===== config.mk =====
export PLATFORM = sky130hd
export DESIGN_NAME = btb_bus_term
export DESIGN_NICKNAME = d
export VERILOG_FILES = /design/src/rtl/btb_pkg.sv /design/src/rtl/btb_bus_term.sv
export SDC_FILE = /design/constraint.sdc
export NUM_CORES = 1
export LEC_CHECK = 0
export BUFFER_PORTS_ARGS = -buffer_cell sky130_fd_sc_hd__buf_2
export CAP_MARGIN = 0
export CORE_ASPECT_RATIO = 2
export CORE_MARGIN = 1
export CORE_UTILIZATION = 45
export CTS_CLUSTER_DIAMETER = 50
export DETAILED_ROUTE_END_ITERATION = 10
export GPL_ROUTABILITY_DRIVEN = 0
export PLACE_DENSITY = 0.78
export SLEW_MARGIN = 20
export SYNTH_ARGS = -nofsm -noshare
export SYNTH_HDL_FRONTEND = slang
export SYNTH_SLANG_ARGS = --single-unit

===== constraint.sdc =====
create_clock -name clk_i -period 2.04 [get_ports clk_i]
set_input_delay 0.612 -clock clk_i [delete_from_list [all_inputs] [get_ports clk_i]]
set_output_delay 0.612 -clock clk_i [all_outputs]
set_load 0.05 [all_outputs]

===== src/rtl/btb_pkg.sv =====
// Package for the bus termination, breakpoint and bus error block
package btb_pkg;

  // CPU space identification
  localparam logic [2:0]  FC_CPU_SPACE    = 3'h7;
  localparam logic [3:0]  CPU_TYPE_BREAKPOINT_REQUEST   = 4'h0;
  localparam logic [3:0]  CPU_TYPE_LOW_POWER_STOP = 4'h3;
  localparam logic [2:0]  HW_BREAKPOINT_REQUEST_NUMBER  = 3'h7;
  localparam logic [19:0] LOW_POWER_STOP_ADDR     = 20'h3fffe;
  localparam logic [15:0] PRECHARGE_WORD  = 16'hffff;

  // Bus monitor: longest period in system clock cycles
  localparam int          BUS_MON_CYCLES  = 64;
  localparam logic [6:0]  BUS_MON_MAX     = 7'h40;

  // Exception vector numbers
  localparam logic [7:0]  VEC_BUS_ERROR   = 8'h02;
  localparam logic [7:0]  VEC_ILLEGAL     = 8'h04;
  localparam logic [7:0]  VEC_HW_BREAKPOINT_REQUEST     = 8'h0c;

  // Bus cycle kinds the core may request
  typedef enum logic [2:0] {
    BTB_REQ_NONE   = 3'b000,
    BTB_REQ_NORMAL = 3'b001,
    BTB_REQ_SW_BREAKPOINT_REQUEST = 3'b010,
    BTB_REQ_HW_BREAKPOINT_REQUEST = 3'b011,
    BTB_REQ_LOW_POWER_STOP = 3'b100
  } btb_req_t;

  // Outcome of a bus cycle
  typedef enum logic [1:0] {
    BTB_END_NORMAL = 2'b00,
    BTB_END_HALT   = 2'b01,
    BTB_END_BUS_ERROR_IN   = 2'b10,
    BTB_END_RETRY  = 2'b11
  } btb_end_t;

  // Main state machine
  typedef enum logic [2:0] {
    BTB_ST_IDLE    = 3'b000,
    BTB_ST_CYCLE   = 3'b001,
    BTB_ST_HALTED  = 3'b010,
    BTB_ST_RETRY   = 3'b011,
    BTB_ST_STOPPED = 3'b100,
    BTB_ST_DBLFLT  = 3'b101
  } btb_state_t;

  // Termination inputs from the external bus
  typedef struct packed {
    logic [1:0] data_size_ack_n;
    logic       autovector_ack_n;
    logic       bus_error_in_n;
    logic       halt_in_n;
  } btb_term_t;

  // Bus request from the core
  typedef struct packed {
    btb_req_t    kind;
    logic [23:0] addr;
    logic [2:0]  function_code;
    logic        prefetch;
    logic        rte_frame;
    logic        write;
    logic [15:0] wdata;
  } btb_cmd_t;

  // Completion report to the core
  typedef struct packed {
    logic        done;
    logic        data_valid;
    logic [15:0] rdata;
    logic        bus_error;
  } btb_resp_t;

  // Exception request to the core
  typedef struct packed {
    logic       take;
    logic [7:0] vector;
  } btb_exc_t;

endpackage


===== src/rtl/btb_bus_term.sv =====
// Bus termination, CPU space special cycles and bus error handling
`timescale 1ns/100ps

module btb_bus_term #(
  parameter logic [6:0] BUS_MON_PERIOD = btb_pkg::BUS_MON_MAX
) (
  input  wire logic              clk_i,
  input  wire logic              rst_n_i,
  input  wire btb_pkg::btb_cmd_t cmd_i,
  input  wire logic              cmd_valid_i,
  input  wire logic              instr_done_i,
  input  wire logic              handler_first_done_i,
  input  wire logic              pipeline_flush_i,
  input  wire logic              tagged_exec_i,
  input  wire logic [2:0]        sw_breakpoint_request_number_i,
  input  wire logic [2:0]        interrupt_priority_mask_i,
  input  wire logic [2:0]        interrupt_level_i,
  input  wire logic              breakpoint_request_n_i,
  input  wire btb_pkg::btb_term_t term_i,
  input  wire logic [15:0]       data_i,
  output logic                   cmd_ready_o,
  output btb_pkg::btb_resp_t     resp_o,
  output btb_pkg::btb_exc_t      exc_o,
  output logic                   breakpoint_request_insert_o,
  output logic                   double_fault_o,
  output logic                   low_power_stop_o,
  output logic [2:0]             stop_mask_o,
  output logic [23:0]            addr_o,
  output logic [2:0]             function_code_o,
  output logic                   address_strobe_n_o,
  output logic                   data_strobe_n_o,
  output logic                   write_n_o,
  output logic [15:0]            data_o,
  output logic                   data_oe_o,
  output logic                   halt_out_o,
  output logic                   halt_oe_o
);
  import btb_pkg::*;

  // Whole state of the block in one struct
  typedef struct packed {
    btb_state_t  st;
    btb_term_t   term_m;
    btb_term_t   term_s;
    logic        breakpoint_request_m;
    logic        breakpoint_request_s;
    logic        breakpoint_request_s_d;
    logic        breakpoint_request_pend;
    logic        breakpoint_request_tag;
    logic        breakpoint_request_operand;
    logic        hw_exc_pend;
    logic        bus_error_in_pend;
    logic        in_handler;
    logic        after_reset;
    logic        first_done;
    btb_cmd_t    cur;
    logic [6:0]  mon;
    logic        mon_bus_error_in;
    logic [2:0]  mask;
    logic        cmd_ready;
    btb_resp_t   resp;
    btb_exc_t    exc;
    logic        breakpoint_request_insert;
    logic        dbl;
    logic        lp;
    logic        as_n;
    logic        ds_n;
    logic [15:0] dout;
    logic        doe;
  } btb_regs_t;

  btb_regs_t r_r;
  btb_regs_t r_nxt;

  logic      ack_seen;
  logic      bus_error_in_seen;
  logic      halt_seen;

  // Decoded terminations from the second synchroniser stage, plus the bus monitor error
  assign ack_seen  = (r_r.term_s.data_size_ack_n != 2'h3) || !r_r.term_s.autovector_ack_n;
  assign bus_error_in_seen = !r_r.term_s.bus_error_in_n || r_r.mon_bus_error_in;
  assign halt_seen = !r_r.term_s.halt_in_n;

  // Next-state logic
  always_comb begin
    r_nxt = r_r;
    // Termination and breakpoint pins pass two flip-flops before any use
    r_nxt.term_m   = term_i;
    r_nxt.term_s   = r_r.term_m;
    r_nxt.breakpoint_request_m   = !breakpoint_request_n_i;
    r_nxt.breakpoint_request_s   = r_r.breakpoint_request_m;
    r_nxt.breakpoint_request_s_d = r_r.breakpoint_request_s;
    r_nxt.resp.done        = 1'b0;
    r_nxt.resp.data_valid  = 1'b0;
    r_nxt.resp.bus_error   = 1'b0;
    r_nxt.exc.take         = 1'b0;
    r_nxt.breakpoint_request_insert      = 1'b0;
    r_nxt.mon_bus_error_in         = 1'b0;

    // Hardware breakpoint edge waits for the next free bus slot
    if (r_r.breakpoint_request_s && !r_r.breakpoint_request_s_d) begin
      r_nxt.breakpoint_request_pend = 1'b1;
    end

    // Prefetch tag dies with a flush before the tagged instruction runs
    if (pipeline_flush_i) begin
      r_nxt.breakpoint_request_tag = 1'b0;
    end

    // Instruction boundary: breakpoint and bus error exceptions
    if (instr_done_i) begin
      r_nxt.after_reset = 1'b0;
      if (r_r.hw_exc_pend && (r_r.breakpoint_request_operand || (r_r.breakpoint_request_tag && tagged_exec_i))) begin
        r_nxt.exc.take     = 1'b1;
        r_nxt.exc.vector   = VEC_HW_BREAKPOINT_REQUEST;
        r_nxt.hw_exc_pend  = 1'b0;
        r_nxt.breakpoint_request_tag     = 1'b0;
        r_nxt.breakpoint_request_operand = 1'b0;
      end else if (r_r.bus_error_in_pend) begin
        // One exception however many errors the instruction met
        r_nxt.exc.take   = 1'b1;
        r_nxt.exc.vector = VEC_BUS_ERROR;
        r_nxt.bus_error_in_pend  = 1'b0;
        r_nxt.in_handler = 1'b1;
      end
    end
    if (!r_r.breakpoint_request_tag && !r_r.breakpoint_request_operand && r_r.hw_exc_pend && pipeline_flush_i) begin
      r_nxt.hw_exc_pend = 1'b0;
    end

    // Latched error is released by the handler's first instruction
    if (handler_first_done_i) begin
      r_nxt.in_handler = 1'b0;
    end

    case (r_r.st)
      BTB_ST_IDLE: begin
        r_nxt.cmd_ready = 1'b1;
        r_nxt.as_n      = 1'b1;
        r_nxt.ds_n      = 1'b1;
        r_nxt.doe       = 1'b0;
        if (r_r.breakpoint_request_pend) begin
          // Hardware breakpoint acknowledge: 00001e in CPU space
          r_nxt.breakpoint_request_pend              = 1'b0;
          r_nxt.cur                    = '0;
          r_nxt.cur.kind               = BTB_REQ_HW_BREAKPOINT_REQUEST;
          r_nxt.cur.addr[19:16]        = CPU_TYPE_BREAKPOINT_REQUEST;
          r_nxt.cur.addr[4:2]          = HW_BREAKPOINT_REQUEST_NUMBER;
          r_nxt.cur.addr[1]            = 1'b1;
          r_nxt.cur.function_code      = FC_CPU_SPACE;
          r_nxt.cur.prefetch           = cmd_valid_i && cmd_i.prefetch;
          r_nxt.cmd_ready              = 1'b0;
          r_nxt.st                     = BTB_ST_CYCLE;
          r_nxt.mon                    = '0;
        end else if (cmd_valid_i && r_r.cmd_ready) begin
          r_nxt.cur       = cmd_i;
          r_nxt.cmd_ready = 1'b0;
          r_nxt.mon       = '0;
          r_nxt.st        = BTB_ST_CYCLE;
          if (cmd_i.kind == BTB_REQ_SW_BREAKPOINT_REQUEST) begin
            r_nxt.cur.addr          = '0;
            r_nxt.cur.addr[19:16]   = CPU_TYPE_BREAKPOINT_REQUEST;
            r_nxt.cur.addr[4:2]     = sw_breakpoint_request_number_i;
            r_nxt.cur.addr[1]       = 1'b0;
            r_nxt.cur.function_code = FC_CPU_SPACE;
            r_nxt.cur.write         = 1'b0;
          end else if (cmd_i.kind == BTB_REQ_LOW_POWER_STOP) begin
            // Mask in low bits, upper data bits zero
            r_nxt.cur.addr          = {4'h0, LOW_POWER_STOP_ADDR};
            r_nxt.cur.function_code = FC_CPU_SPACE;
            r_nxt.cur.write         = 1'b1;
            r_nxt.cur.wdata         = {13'h0000, interrupt_priority_mask_i};
            r_nxt.mask              = interrupt_priority_mask_i;
          end
        end
      end

      BTB_ST_CYCLE: begin
        r_nxt.as_n = 1'b0;
        r_nxt.ds_n = 1'b0;
        r_nxt.doe  = r_r.cur.write;
        r_nxt.dout = r_r.cur.wdata;
        r_nxt.mon  = r_r.mon + 7'h01;
        // Bus monitor cannot be disabled; period set by BUS_MON_PERIOD, 64 clocks by default
        if (r_r.mon == BUS_MON_PERIOD - 7'h01) begin
          r_nxt.mon_bus_error_in = 1'b1;
        end
        if (r_r.cur.kind == BTB_REQ_LOW_POWER_STOP) begin
          // Internal acknowledge, fast write: the strobe is shown for one beat
          // so outside devices see the broadcast, but none has to answer it
          if (!r_r.as_n) begin
            r_nxt.as_n      = 1'b1;
            r_nxt.ds_n      = 1'b1;
            r_nxt.doe       = 1'b0;
            r_nxt.resp.done = 1'b1;
            r_nxt.lp        = 1'b1;
            r_nxt.st        = BTB_ST_STOPPED;
          end
        end else if (!r_r.as_n && (bus_error_in_seen || ack_seen || halt_seen)) begin
          // Decode only once the strobe has been out for a clock: before that
          // the synchroniser may still carry the previous cycle's answer,
          // which would end this cycle early
          if (bus_error_in_seen && halt_seen) begin
            // Retry: end the cycle and rerun after halt and bus error both drop
            r_nxt.as_n = 1'b1;
            r_nxt.ds_n = 1'b1;
            r_nxt.doe  = 1'b0;
            r_nxt.st   = BTB_ST_RETRY;
          end else if (bus_error_in_seen) begin
            r_nxt.as_n          = 1'b1;
            r_nxt.ds_n          = 1'b1;
            r_nxt.doe           = 1'b0;
            r_nxt.resp.done     = 1'b1;
            r_nxt.resp.bus_error = 1'b1;
            r_nxt.st            = BTB_ST_IDLE;
            if (r_r.cur.kind == BTB_REQ_SW_BREAKPOINT_REQUEST) begin
              r_nxt.exc.take   = 1'b1;
              r_nxt.exc.vector = VEC_ILLEGAL;
            end else if (r_r.cur.kind == BTB_REQ_HW_BREAKPOINT_REQUEST) begin
              r_nxt.hw_exc_pend  = 1'b1;
              r_nxt.breakpoint_request_tag     = r_r.cur.prefetch;
              r_nxt.breakpoint_request_operand = !r_r.cur.prefetch;
            end else if (r_r.in_handler || r_r.after_reset || r_r.cur.rte_frame) begin
              r_nxt.dbl = 1'b1;
              r_nxt.st  = BTB_ST_DBLFLT;
            end else begin
              r_nxt.bus_error_in_pend = 1'b1;
            end
            if (r_r.cur.prefetch && r_r.cur.kind == BTB_REQ_NORMAL) begin
              r_nxt.resp.rdata = PRECHARGE_WORD;
            end
          end else if (ack_seen) begin
            r_nxt.as_n      = 1'b1;
            r_nxt.ds_n      = 1'b1;
            r_nxt.doe       = 1'b0;
            r_nxt.resp.done = 1'b1;
            r_nxt.st        = halt_seen ? BTB_ST_HALTED : BTB_ST_IDLE;
            if (r_r.cur.kind == BTB_REQ_SW_BREAKPOINT_REQUEST) begin
              r_nxt.breakpoint_request_insert = 1'b1;
              r_nxt.resp.rdata  = data_i;
            end else if (r_r.cur.kind != BTB_REQ_HW_BREAKPOINT_REQUEST && !r_r.cur.write) begin
              r_nxt.resp.data_valid = 1'b1;
              r_nxt.resp.rdata      = data_i;
            end
          end
        end
      end

      BTB_ST_HALTED: begin
        // Halt-terminated cycle: wait for halt release
        if (!halt_seen) begin
          r_nxt.st = BTB_ST_IDLE;
        end
      end

      BTB_ST_RETRY: begin
        if (!halt_seen && !bus_error_in_seen) begin
          r_nxt.mon = '0;
          r_nxt.st  = BTB_ST_CYCLE;
        end
      end

      BTB_ST_STOPPED: begin
        // Wake only on an interrupt above the stored mask
        if (interrupt_level_i > r_r.mask) begin
          r_nxt.lp = 1'b0;
          r_nxt.st = BTB_ST_IDLE;
        end
      end

      BTB_ST_DBLFLT: begin
        // Only reset leaves this state; arbitration lives elsewhere
        r_nxt.dbl       = 1'b1;
        r_nxt.cmd_ready = 1'b0;
      end

      default: begin
        r_nxt.st = BTB_ST_IDLE;
      end
    endcase
  end

  // State register
  always_ff @(posedge clk_i or negedge rst_n_i) begin
    if (!rst_n_i) begin
      r_r             <= '0;
      r_r.st          <= BTB_ST_IDLE;
      r_r.term_m      <= '1;
      r_r.term_s      <= '1;
      r_r.after_reset <= 1'b1;
      r_r.as_n        <= 1'b1;
      r_r.ds_n        <= 1'b1;
      r_r.cur.write   <= 1'b0;
    end else begin
      r_r <= r_nxt;
    end
  end

  // Outputs straight from the state register
  assign cmd_ready_o        = r_r.cmd_ready;
  assign resp_o             = r_r.resp;
  assign exc_o              = r_r.exc;
  assign breakpoint_request_insert_o      = r_r.breakpoint_request_insert;
  assign double_fault_o     = r_r.dbl;
  assign low_power_stop_o   = r_r.lp;
  assign stop_mask_o        = r_r.mask;
  assign addr_o             = r_r.cur.addr;
  assign function_code_o    = r_r.cur.function_code;
  assign address_strobe_n_o = r_r.as_n;
  assign data_strobe_n_o    = r_r.ds_n;
  assign write_n_o          = !r_r.cur.write;
  assign data_o             = r_r.dout;
  assign data_oe_o          = r_r.doe;
  // Open-drain halt: drive low on double fault
  assign halt_out_o         = 1'b0;
  assign halt_oe_o          = r_r.dbl;

endmodule


==> impl_metrics.tcl, run 1 <==
set metrics [dict create \
    postRouteAntennaNets 0 \
    post_dp_cell_area_um2 6550 \
    synth_async_sr_flop_share_pct 100 \
    synth_nets 679 \
    finalHoldWorstSlack_ns 0.139 \
    grt_pass1_vias 4622 \
    cp_data_arrival_time_ns 2.25 \
    grt_pass1_wl_um 21700 \
    fin_skew_ns 0.00749 \
    power_mw 12.0 \
    hold_buffers 0 \
    die_w_um 83.4 \
    outcome "completed" \
    io_buffers 169 \
    ys_ff_latch 133 \
    period_minus_slack_ns 1.95 \
    synth_edf_count 0 \
    maxCapViolCount 0 \
    critPathKind "reg2reg" \
    leakage_nw 3.63 \
    std_cell_rows 59 \
    ys_types 55 \
    syn2layout_area_growth_pct 21.2 \
    core-area_um2 13000 \
    power_density_nw_per_um2 1660 \
    fin_crit_sh_pct 95.5 \
    cts-root-buf "clkbuf_16" \
    finalHoldViolations 0 \
    max_freq_mhz 513 \
    pin_count 171 \
    synthCells 588 \
    totalWireLength_um 13500 \
    grt_max_degree 49 \
    finalSetupViolations 0 \
    worst_slew_pin_slew_ns 0.530 \
    final_max_slew_viol_count 0 \
    gr-total-overflow 0 \
    fp.dieArea_um2 13800 \
    ir_drop_uv 1110 \
    mostFrequentLayoutCells "buf_2, dfrtp_1, nand2_1" \
    clkSlewWorstSetupHoldPaths_ns 0.05 \
    synth_flop_cell "dfrtp_1" \
    ys_warn_count 0 \
    crit_fanout 7 \
    drcViolationCount 0 \
    htree_levels 4 \
    cp-end-kind "flip-flop" \
    nets 791 \
    track_usage_pct 20.1 \
    initial_core_util_pct 45.9 \
    ys_seq_area_share_pct 56.0 \
    dr.pass1.iters 4 \
    clock-sinks 133 \
    hold_class "in2async" \
    wire_per_inst_um 15.6 \
    worstPathCellList "or3b_1 -> or3_4 -> nor4_4 -> nor2_2 -> and3_1" \
    critPathRequiredTime_ns 2.34 \
    n_antenna_cell 0 \
    viasPerCell 5.29 \
    maxSlewHeadroom_pct 64.7 \
    synth.cell_area_um2 5970 \
    drive_above_1_share_pct 36.6 \
    antenna_found_initial 0 \
    slowest_stage "or3b_1" \
    post-route-cell-area_um2 7230 \
    drtIter0Drc 191 \
    die_h_um 165 \
    syn_area_per_cell_um2 10.2 \
    final_common_cell "buf_2" \
    cts_tree "yes" \
    vias 4573 \
    cts_made_buffers 17 \
    clockBufferDepth 2 \
    worstSkewPairLatency_ns 0.41 \
    cpPeakStageDelay_ns 0.39 \
    hpwl_um 9910 \
    critPathLaunchType "flip-flop" \
]
==> cells in the mapped netlist (all sizes together) (2+ instances only) <==
cell | count | area share [%]
nand3 | 5 | 0.42
ha | 4 | 0.84
nor2 | 59 | 3.7
a31oi | 4 | 0.42
a22o | 24 | 3.5
nand2b | 4 | 0.42
o22a | 5 | 0.73
dfrtp | 121 | 51
nor3 | 5 | 0.42
or2 | 2 | 0.21
a21oi | 41 | 3.9
nand3b | 2 | 0.25
buf | 85 | 11
or3 | 4 | 0.42
o21a | 3 | 0.38
mux2i | 4 | 0.67
o22ai | 4 | 0.42
and3 | 7 | 0.73
nor3b | 2 | 0.25
o41ai | 2 | 0.29
o21bai | 3 | 0.38
o21ai | 35 | 2.9
inv | 10 | 0.63
nor4 | 6 | 0.88
nand2 | 91 | 5.7
a211oi | 2 | 0.46
nor2b | 6 | 0.63
dfstp | 12 | 5.3
clkbuf | 17 | 1.1
==> area by class of cell <==
cell class	count	area, um^2
Multi-Input combinational cell	343	1930
Clock buffer	21	470
Timing Repair Buffer	195	1090
Clock inverter	11	171
Fill cell	1141	5760
Inverter	10	37.5
Sequential cell	133	3340
Tap cell	152	190
==> sequential cells by signal, indices dropped and copies added (netlist names) <==
register                     cells
addr_o                          24
address_strobe_n_o               1
breakpoint_request_insert_o      1
cmd_ready_o                      1
data_o                          16
data_oe_o                        1
double_fault_o                   1
exc_o                            9
function_code_o                  3
low_power_stop_o                 1
r_nxt                            7
r_r                             46
resp_o                          19
stop_mask_o                      3
==> worst max-delay path, delay by kind of cell, from the launching register on <==
kind / cells / cell delay (ns)
and+or+nand+nor: 5 / 1.46
DFF: 1 / 0.37
==> worst paths after layout <==
| path | slack [ns] | to | start | depth (start not counted) |
|---|---|---|---|---|
| setup / recovery | 0.09 | exc_o[4] | r_r[133] | 5 |
| hold / removal | 0.14 | resp_o[6] | rst_n_i | 1 |
| setup reg to reg | 0.09 | exc_o[4] | r_r[133] | 5 |
| hold reg to reg | 0.36 | r_nxt[119] | r_nxt[120] | 0 |
| max in group asynchronous | 1.21 | resp_o[7] | rst_n_i | 2 |
| min in group clk_i | 0.30 | r_nxt[122] | term_i[0] | 1 |
==> metal layers <==
metal	vias to the layer above	wire (um)	track usage, %
met1	2240	4930	20.8
met3	38	559	4.00
met5	-	0	0
li1	2142	-	-
met2	153	7500	37.6
met4	0	468	11.3
==> kinds of logic after synthesis <==
logic type | after synthesis | share of synthesized area (%)
flip-flops | 133 | 56.0
adder cells (fa/ha/maj) | 4 | 0.839
buffers and inverters | 112 | 12.3
AO/OA/AOI/OAI | 134 | 15.0
XOR/XNOR | 1 | 0.147
multiplexers | 5 | 0.860
other | 1 | 0.0628
AND/OR/NAND/NOR | 198 | 14.7
==> where the power goes <==
group	switching, mW	internal (mW)
Clock	1.11	2.15
Combinational	3.42	1.34
Sequential	0.513	3.44
Total	5.04	6.93
==> through the flow <==
step                setup TNS [ns]  instances  utilization (%)  worst slack, ns
floorplan                        0        588                -          0.00566
global placement                 0        833             50.4           0.0190
detailed placement         -0.0975        833             50.4          -0.0597
CTS                              0        865             55.4          0.00292
global route              -0.00138        865             55.7         -0.00138
finish                           0        865             55.7           0.0915
==> timing repair <==
item	4_1_cts	5_1_grt
endpoints found under the setup margin	17	44
gates resized for setup	2	7
buffers inserted	0	0
No activity file was read; power rests on OpenSTA's default activity.
==> inputs of run 2 (changes only) <==
--- a/config.mk
+++ b/config.mk
@@ -5,15 +5,15 @@
 export SDC_FILE = /design/constraint.sdc
 export NUM_CORES = 1
 export LEC_CHECK = 0
-export BUFFER_PORTS_ARGS = -buffer_cell sky130_fd_sc_hd__buf_2
 export CAP_MARGIN = 0
 export CORE_ASPECT_RATIO = 2
 export CORE_MARGIN = 1
 export CORE_UTILIZATION = 45
 export CTS_CLUSTER_DIAMETER = 50
 export DETAILED_ROUTE_END_ITERATION = 10
+export DONT_BUFFER_PORTS = 1
 export GPL_ROUTABILITY_DRIVEN = 0
-export PLACE_DENSITY = 0.78
+export PLACE_DENSITY = 0.67
 export SLEW_MARGIN = 20
 export SYNTH_ARGS = -nofsm -noshare
 export SYNTH_HDL_FRONTEND = slang
==> run 2 against run 1 <==
Compared with the run above:
- the run now ends with negative hold slack left
- hold slack lost 0.24 ns
- utilization fell by 6.8 points
- sequential power grew 41%
- largest power group is now registers
==> impl_metrics.tcl, run 2 (synthesized netlist as in run 1, its figures left out) <==
set metrics [dict create \
    gr-total-overflow 0 \
    finalNonFillerCells 700 \
    cp_data_arrival_time_ns 2.28 \
    critPathKind "reg2reg" \
    worst_slew_pin_slew_ns 0.530 \
    syn2layout_area_growth_pct 6.31 \
    worstRegToRegCells 6 \
    reg2reg_from "r_r[133]" \
    final_max_slew_viol_count 0 \
    critPathRequiredTime_ns 2.38 \
    std_cell_rows 59 \
    htree_levels 4 \
    maxCapViolCount 0 \
    dr.pass1.iters 4 \
    die_w_um 83.4 \
    final_common_cell "dfrtp_1" \
    ir_drop_uv 1050 \
    max_freq_mhz 515 \
    finalSetupViolations 0 \
    power_density_nw_per_um2 1770 \
    fin_crit_sh_pct 95.1 \
    fin_skew_ns 0.0101 \
    period_minus_slack_ns 1.94 \
    grt_max_degree 134 \
    finalHoldWorstSlack_ns -0.105 \
    clkSlewWorstSetupHoldPaths_ns 0.06 \
    antenna_found_initial 0 \
    crit_start "r_r[133]" \
    clockBufferDepth 2 \
    finalHoldViolations 121 \
    nets 626 \
    vias 3871 \
    track_usage_pct 18.4 \
    drtIter0Drc 189 \
    pin_count 171 \
    cts_setup_buffers 0 \
    rsz0062_at_grt "false" \
    cts_made_buffers 17 \
    grt_pass1_wl_um 19600 \
    cts-root-buf "clkbuf_16" \
    violations "negative hold slack" \
    largest_reg_flops 46 \
    outcome "complete, but fails checks" \
    post_dp_cell_area_um2 5720 \
    hpwl_um 8920 \
    hold_class "in2async" \
    critPathLaunchType "flip-flop" \
    n_antenna_cell 0 \
    viasPerCell 5.53 \
    maxSlewHeadroom_pct 64.6 \
    die_h_um 165 \
    worstSkewPairLatency_ns 0.42 \
    crit_fanout 14 \
    leakage_nw 2.90 \
    place_inst 668 \
    clock-sinks 133 \
    drive_above_1_share_pct 17.3 \
    post-route-cell-area_um2 6340 \
    mostFrequentLayoutCells "dfrtp_1, nand2_1, nor2_1" \
    r2r_end "r_r[76]" \
    totalWireLength_um 12300 \
    power_mw 11.2 \
    drcViolationCount 0 \
    postRouteAntennaNets 0 \
    grt_pass1_vias 3978 \
    io_buffers 0 \
    nFillCells 1192 \
    cts_tree "yes" \
    wire_per_inst_um 17.6 \
    fp.dieArea_um2 13800 \
    finish.utilization_pct 48.8 \
    initial_core_util_pct 45.9 \
    top_register "r_r" \
    rrSetupSlack_ns 0.10 \
    core-area_um2 13000 \
    cp-end-kind "flip-flop" \
]
## run 2: cell count changes in the layout (fill, tap and decap cells not counted), sizes merged
cell,previous run,this run
clkinv,4,1
clkbuf,21,18
inv,11,17
clkinvlp,2,4
bufinv,4,2
buf,195,30
## run 2: what timing repair did
item	in CTS	in global routing
cloned	0	0
gates resized for setup	1	5
setup endpoints to repair	5	50
hold endpoints to repair	121	121
## run 2: power breakdown
| part | switching, mW | leakage, nW | total (mW) | internal, mW |
|---|---|---|---|---|
| clock network | 1.20 | 0.284 | 3.07 | 1.86 |
| registers | 2.19 | 1.65 | 5.60 | 3.41 |
| logic | 1.55 | 0.966 | 2.56 | 1.00 |
## run 2: cell type report
class	instances	area [um^2]	area share [%]
flip-flops and latches	133	3340	52.7
inverters	10	37.5	0.592
clock inverters	14	161	2.54
well taps	152	190	3.00
multi-input cells	343	1920	30.3
clock buffers	18	439	6.92
repair buffers	30	250	3.94
## run 2: worst max path at each step
stage	endpoint	slack, ns	depth (start not counted)
after floorplan	resp_o[12]	0.006	8
after global placement	exc_o[5]	0.09	5
after detailed placement	addr_o[11]	-0.02	6
after CTS	stop_mask_o[0]	0.01	5
after global routing	resp_o[5]	0.02	6
final	r_r[76]	0.10	6
## run 2: routing by layer
layer  global-route usage, %  wire length [um]
met5                       0                 0
met4                    9.01               365
met3                    5.55               745
met2                    33.8              6610
met1                    18.8              4610
## run 2: metrics by stage
stage | setup TNS, ns | setup slack, ns
6_report | 0 | 0.100
5_1_grt | 0 | 0.0226
4_1_cts | 0 | 0.0147
3_5_place_dp | -0.0482 | -0.0192
3_3_place_gp | 0 | 0.0896
2_1_floorplan | 0 | 0.00566
## run 2: critical path, cell delays in order (launching register included)
cell and delay, ns:
dfrtp_1 0.38, buf_4 0.17, or3_4 0.42, or3_4 0.41, nor2_1 0.11, buf_4 0.22, a22o_1 0.16
==> inputs of run 3 (changes only) <==
--- a/config.mk
+++ b/config.mk
@@ -9,11 +9,13 @@
 export CORE_ASPECT_RATIO = 2
 export CORE_MARGIN = 1
 export CORE_UTILIZATION = 45
+export CTS_BUF_LIST = sky130_fd_sc_hd__clkbuf_8 sky130_fd_sc_hd__clkbuf_16
 export CTS_CLUSTER_DIAMETER = 50
 export DETAILED_ROUTE_END_ITERATION = 10
 export DONT_BUFFER_PORTS = 1
 export GPL_ROUTABILITY_DRIVEN = 0
-export PLACE_DENSITY = 0.67
+export PLACE_DENSITY = 0.71
+export SKIP_LAST_GASP = 1
 export SLEW_MARGIN = 20
 export SYNTH_ARGS = -nofsm -noshare
 export SYNTH_HDL_FRONTEND = slang
==> run 3 against run 2 <==
Compared with the run above:
- the run still ends with negative hold slack left
- clock skew is 0.0024 ns lower
- global-route usage is 0.64 points higher
- first-iteration DRC count is 4.2% lower
- combinational power hardly changed
- sequential power hardly changed
- sequential share of layout area is 0.32 points lower
- final area is 0.61% higher
- cell count is 0.14% lower
- fmax is 0.20% lower
- utilization is 0.30 points higher
- non-clock buffer count is 1 lower
- setup slack worse by 0.0039 ns
- critical endpoint is now r_r[74]
- largest cell class unchanged
==> impl_metrics.tcl, run 3 (synthesized netlist as in run 1, its figures left out) <==
set metrics [dict create \
    worstSkewPairLatency_ns 0.41 \
    track_usage_pct 19.0 \
    finalSetupViolations 0 \
    grtUsageMet2_pct 33.6 \
    fin_crit_sh_pct 95.3 \
    top_register "r_r" \
    cts_made_buffers 17 \
    worstPathCellList "buf_4 -> or3_4 -> or3_4 -> nor2_1 -> buf_6 -> a22o_1" \
    fp.dieArea_um2 13800 \
    slowest_stage "or3_4" \
    std_cell_rows 59 \
    n_antenna_cell 0 \
    use_met1_pct 20.1 \
    dr.pass1.iters 5 \
    clockBufferDepth 2 \
    drive_above_1_share_pct 17.0 \
    grt_util_met3_pct 5.90 \
    drcViolationCount 0 \
    maxSlewHeadroom_pct 64.2 \
    post-route-cell-area_um2 6380 \
    crit_fanout 14 \
    hpwl_um 9080 \
    worst_slew_pin_slew_ns 0.538 \
    top_usage_layer "met2" \
    wire_per_inst_um 18.2 \
    final_max_slew_viol_count 0 \
    cp_data_arrival_time_ns 2.29 \
    cts-root-buf "clkbuf_16" \
    ir_drop_uv 1090 \
    htree_levels 4 \
    maxCapViolCount 0 \
    critPathLaunchType "flip-flop" \
    grt_pass1_vias 4013 \
    drtIter0Drc 181 \
    post_dp_cell_area_um2 5700 \
    critPathRequiredTime_ns 2.38 \
    gr-total-overflow 0 \
    initial_core_util_pct 45.9 \
    pin_count 171 \
    vias 3970 \
    die_h_um 165 \
    rsz0062_at_grt "true" \
    clock-sinks 133 \
    antenna_found_initial 0 \
    hold_class "in2async" \
    viasPerCell 5.68 \
    critPathKind "reg2reg" \
    finalHoldViolations 121 \
    grt_max_degree 134 \
    cpPeakStageDelay_ns 0.42 \
    mostFrequentLayoutCells "dfrtp_1, nand2_1, nor2_1" \
    grt_pass1_wl_um 20100 \
    core-area_um2 13000 \
    cp-end-kind "flip-flop" \
    die_w_um 83.4 \
    cts_tree "yes" \
    violations "negative hold slack" \
    fin_skew_ns 0.00776 \
    nFillCells 1163 \
    leakage_nw 2.94 \
    max_freq_mhz 514 \
    io_buffers 0 \
    totalWireLength_um 12700 \
    outcome "complete, but fails checks" \
    path_common_cell "or3_4" \
    cts_setup_buffers 0 \
    power_mw 11.4 \
    syn2layout_area_growth_pct 6.96 \
    finalHoldWorstSlack_ns -0.104 \
    period_minus_slack_ns 1.94 \
    postRouteAntennaNets 0 \
    clkSlewWorstSetupHoldPaths_ns 0.06 \
    final_common_cell "dfrtp_1" \
    nets 625 \
    largest_reg_flops 46 \
    power_density_nw_per_um2 1780 \
]
==> run 3: cell types whose count changed in the layout (fill, tap and decap cells not counted), sizes merged <==
cell,before,now
buf,30,28
clkbuf,18,22
bufinv,2,3
inv,17,13
clkinvlp,4,0
clkinv,1,5
==> run 3: path summary, 6_finish.rpt <==
path                       startpoint    endpoint  slack [ns]  cells past startpoint
max                          r_r[133]     r_r[74]         0.1                      6
min                           rst_n_i    r_r[117]       -0.10                      0
max reg2reg                  r_r[133]     r_r[74]         0.1                      6
min reg2reg                r_nxt[120]  r_nxt[119]        0.35                      0
max in group asynchronous     rst_n_i    r_r[122]        1.88                      0
min in group clk_i          term_i[0]  r_nxt[122]        0.19                      0
==> run 3: power breakdown <==
group | total (mW) | leakage (nW) | switching, mW | internal (mW)
clock | 3.19 | 0.315 | 1.14 | 2.06
sequential | 5.61 | 1.65 | 2.20 | 3.41
combinational | 2.57 | 0.967 | 1.56 | 1.01
total | 11.4 | 2.94 | 4.89 | 6.47
==> run 3: critical path, delay by kind of cell, from the launching register on <==
kind	cells	cell delay [ns]
AND/OR/NAND/NOR	3	0.98
flip-flops	1	0.38
buffers and inverters	2	0.36
AO/OA/AOI/OAI	1	0.17
==> run 3: cell type report <==
cell class	count	area, um^2	area share, %
Inverter	10	37.5	0.588
Tap cell	152	190	2.98
Clock inverter	11	148	2.31
Clock buffer	21	480	7.53
Timing Repair Buffer	29	264	4.14
Multi-Input combinational cell	343	1920	30.1
Sequential cell	133	3340	52.4
==> run 3: through the flow <==
step                cells  TNS (ns)  worst slack, ns  util [%]  hold slack (ns)
finish                699         0           0.0962      49.1           -0.104
detailed placement    666         0          0.00463      43.9            0.324
global placement      666         0           0.0488      43.9            0.323
CTS                   698         0           0.0131      48.8           -0.118
floorplan             588         0          0.00566         -            0.316
global route          699   -0.0371          -0.0316      49.1           -0.124
==> run 3: timing repair <==
action | in CTS | in global routing
setup endpoints to repair | 3 | 46
resized for setup | 3 | 4
pin swaps | 0 | 1
hold endpoints to repair | 121 | 121
cloned | 0 | 1
==> run 3: layer usage <==
metal  part of all wire (%)  up-vias
met5                      0        -
met4                    3.5        0
met3                    6.6       35
met2                     54      178
met1                     36     1939
li1                       -     1818
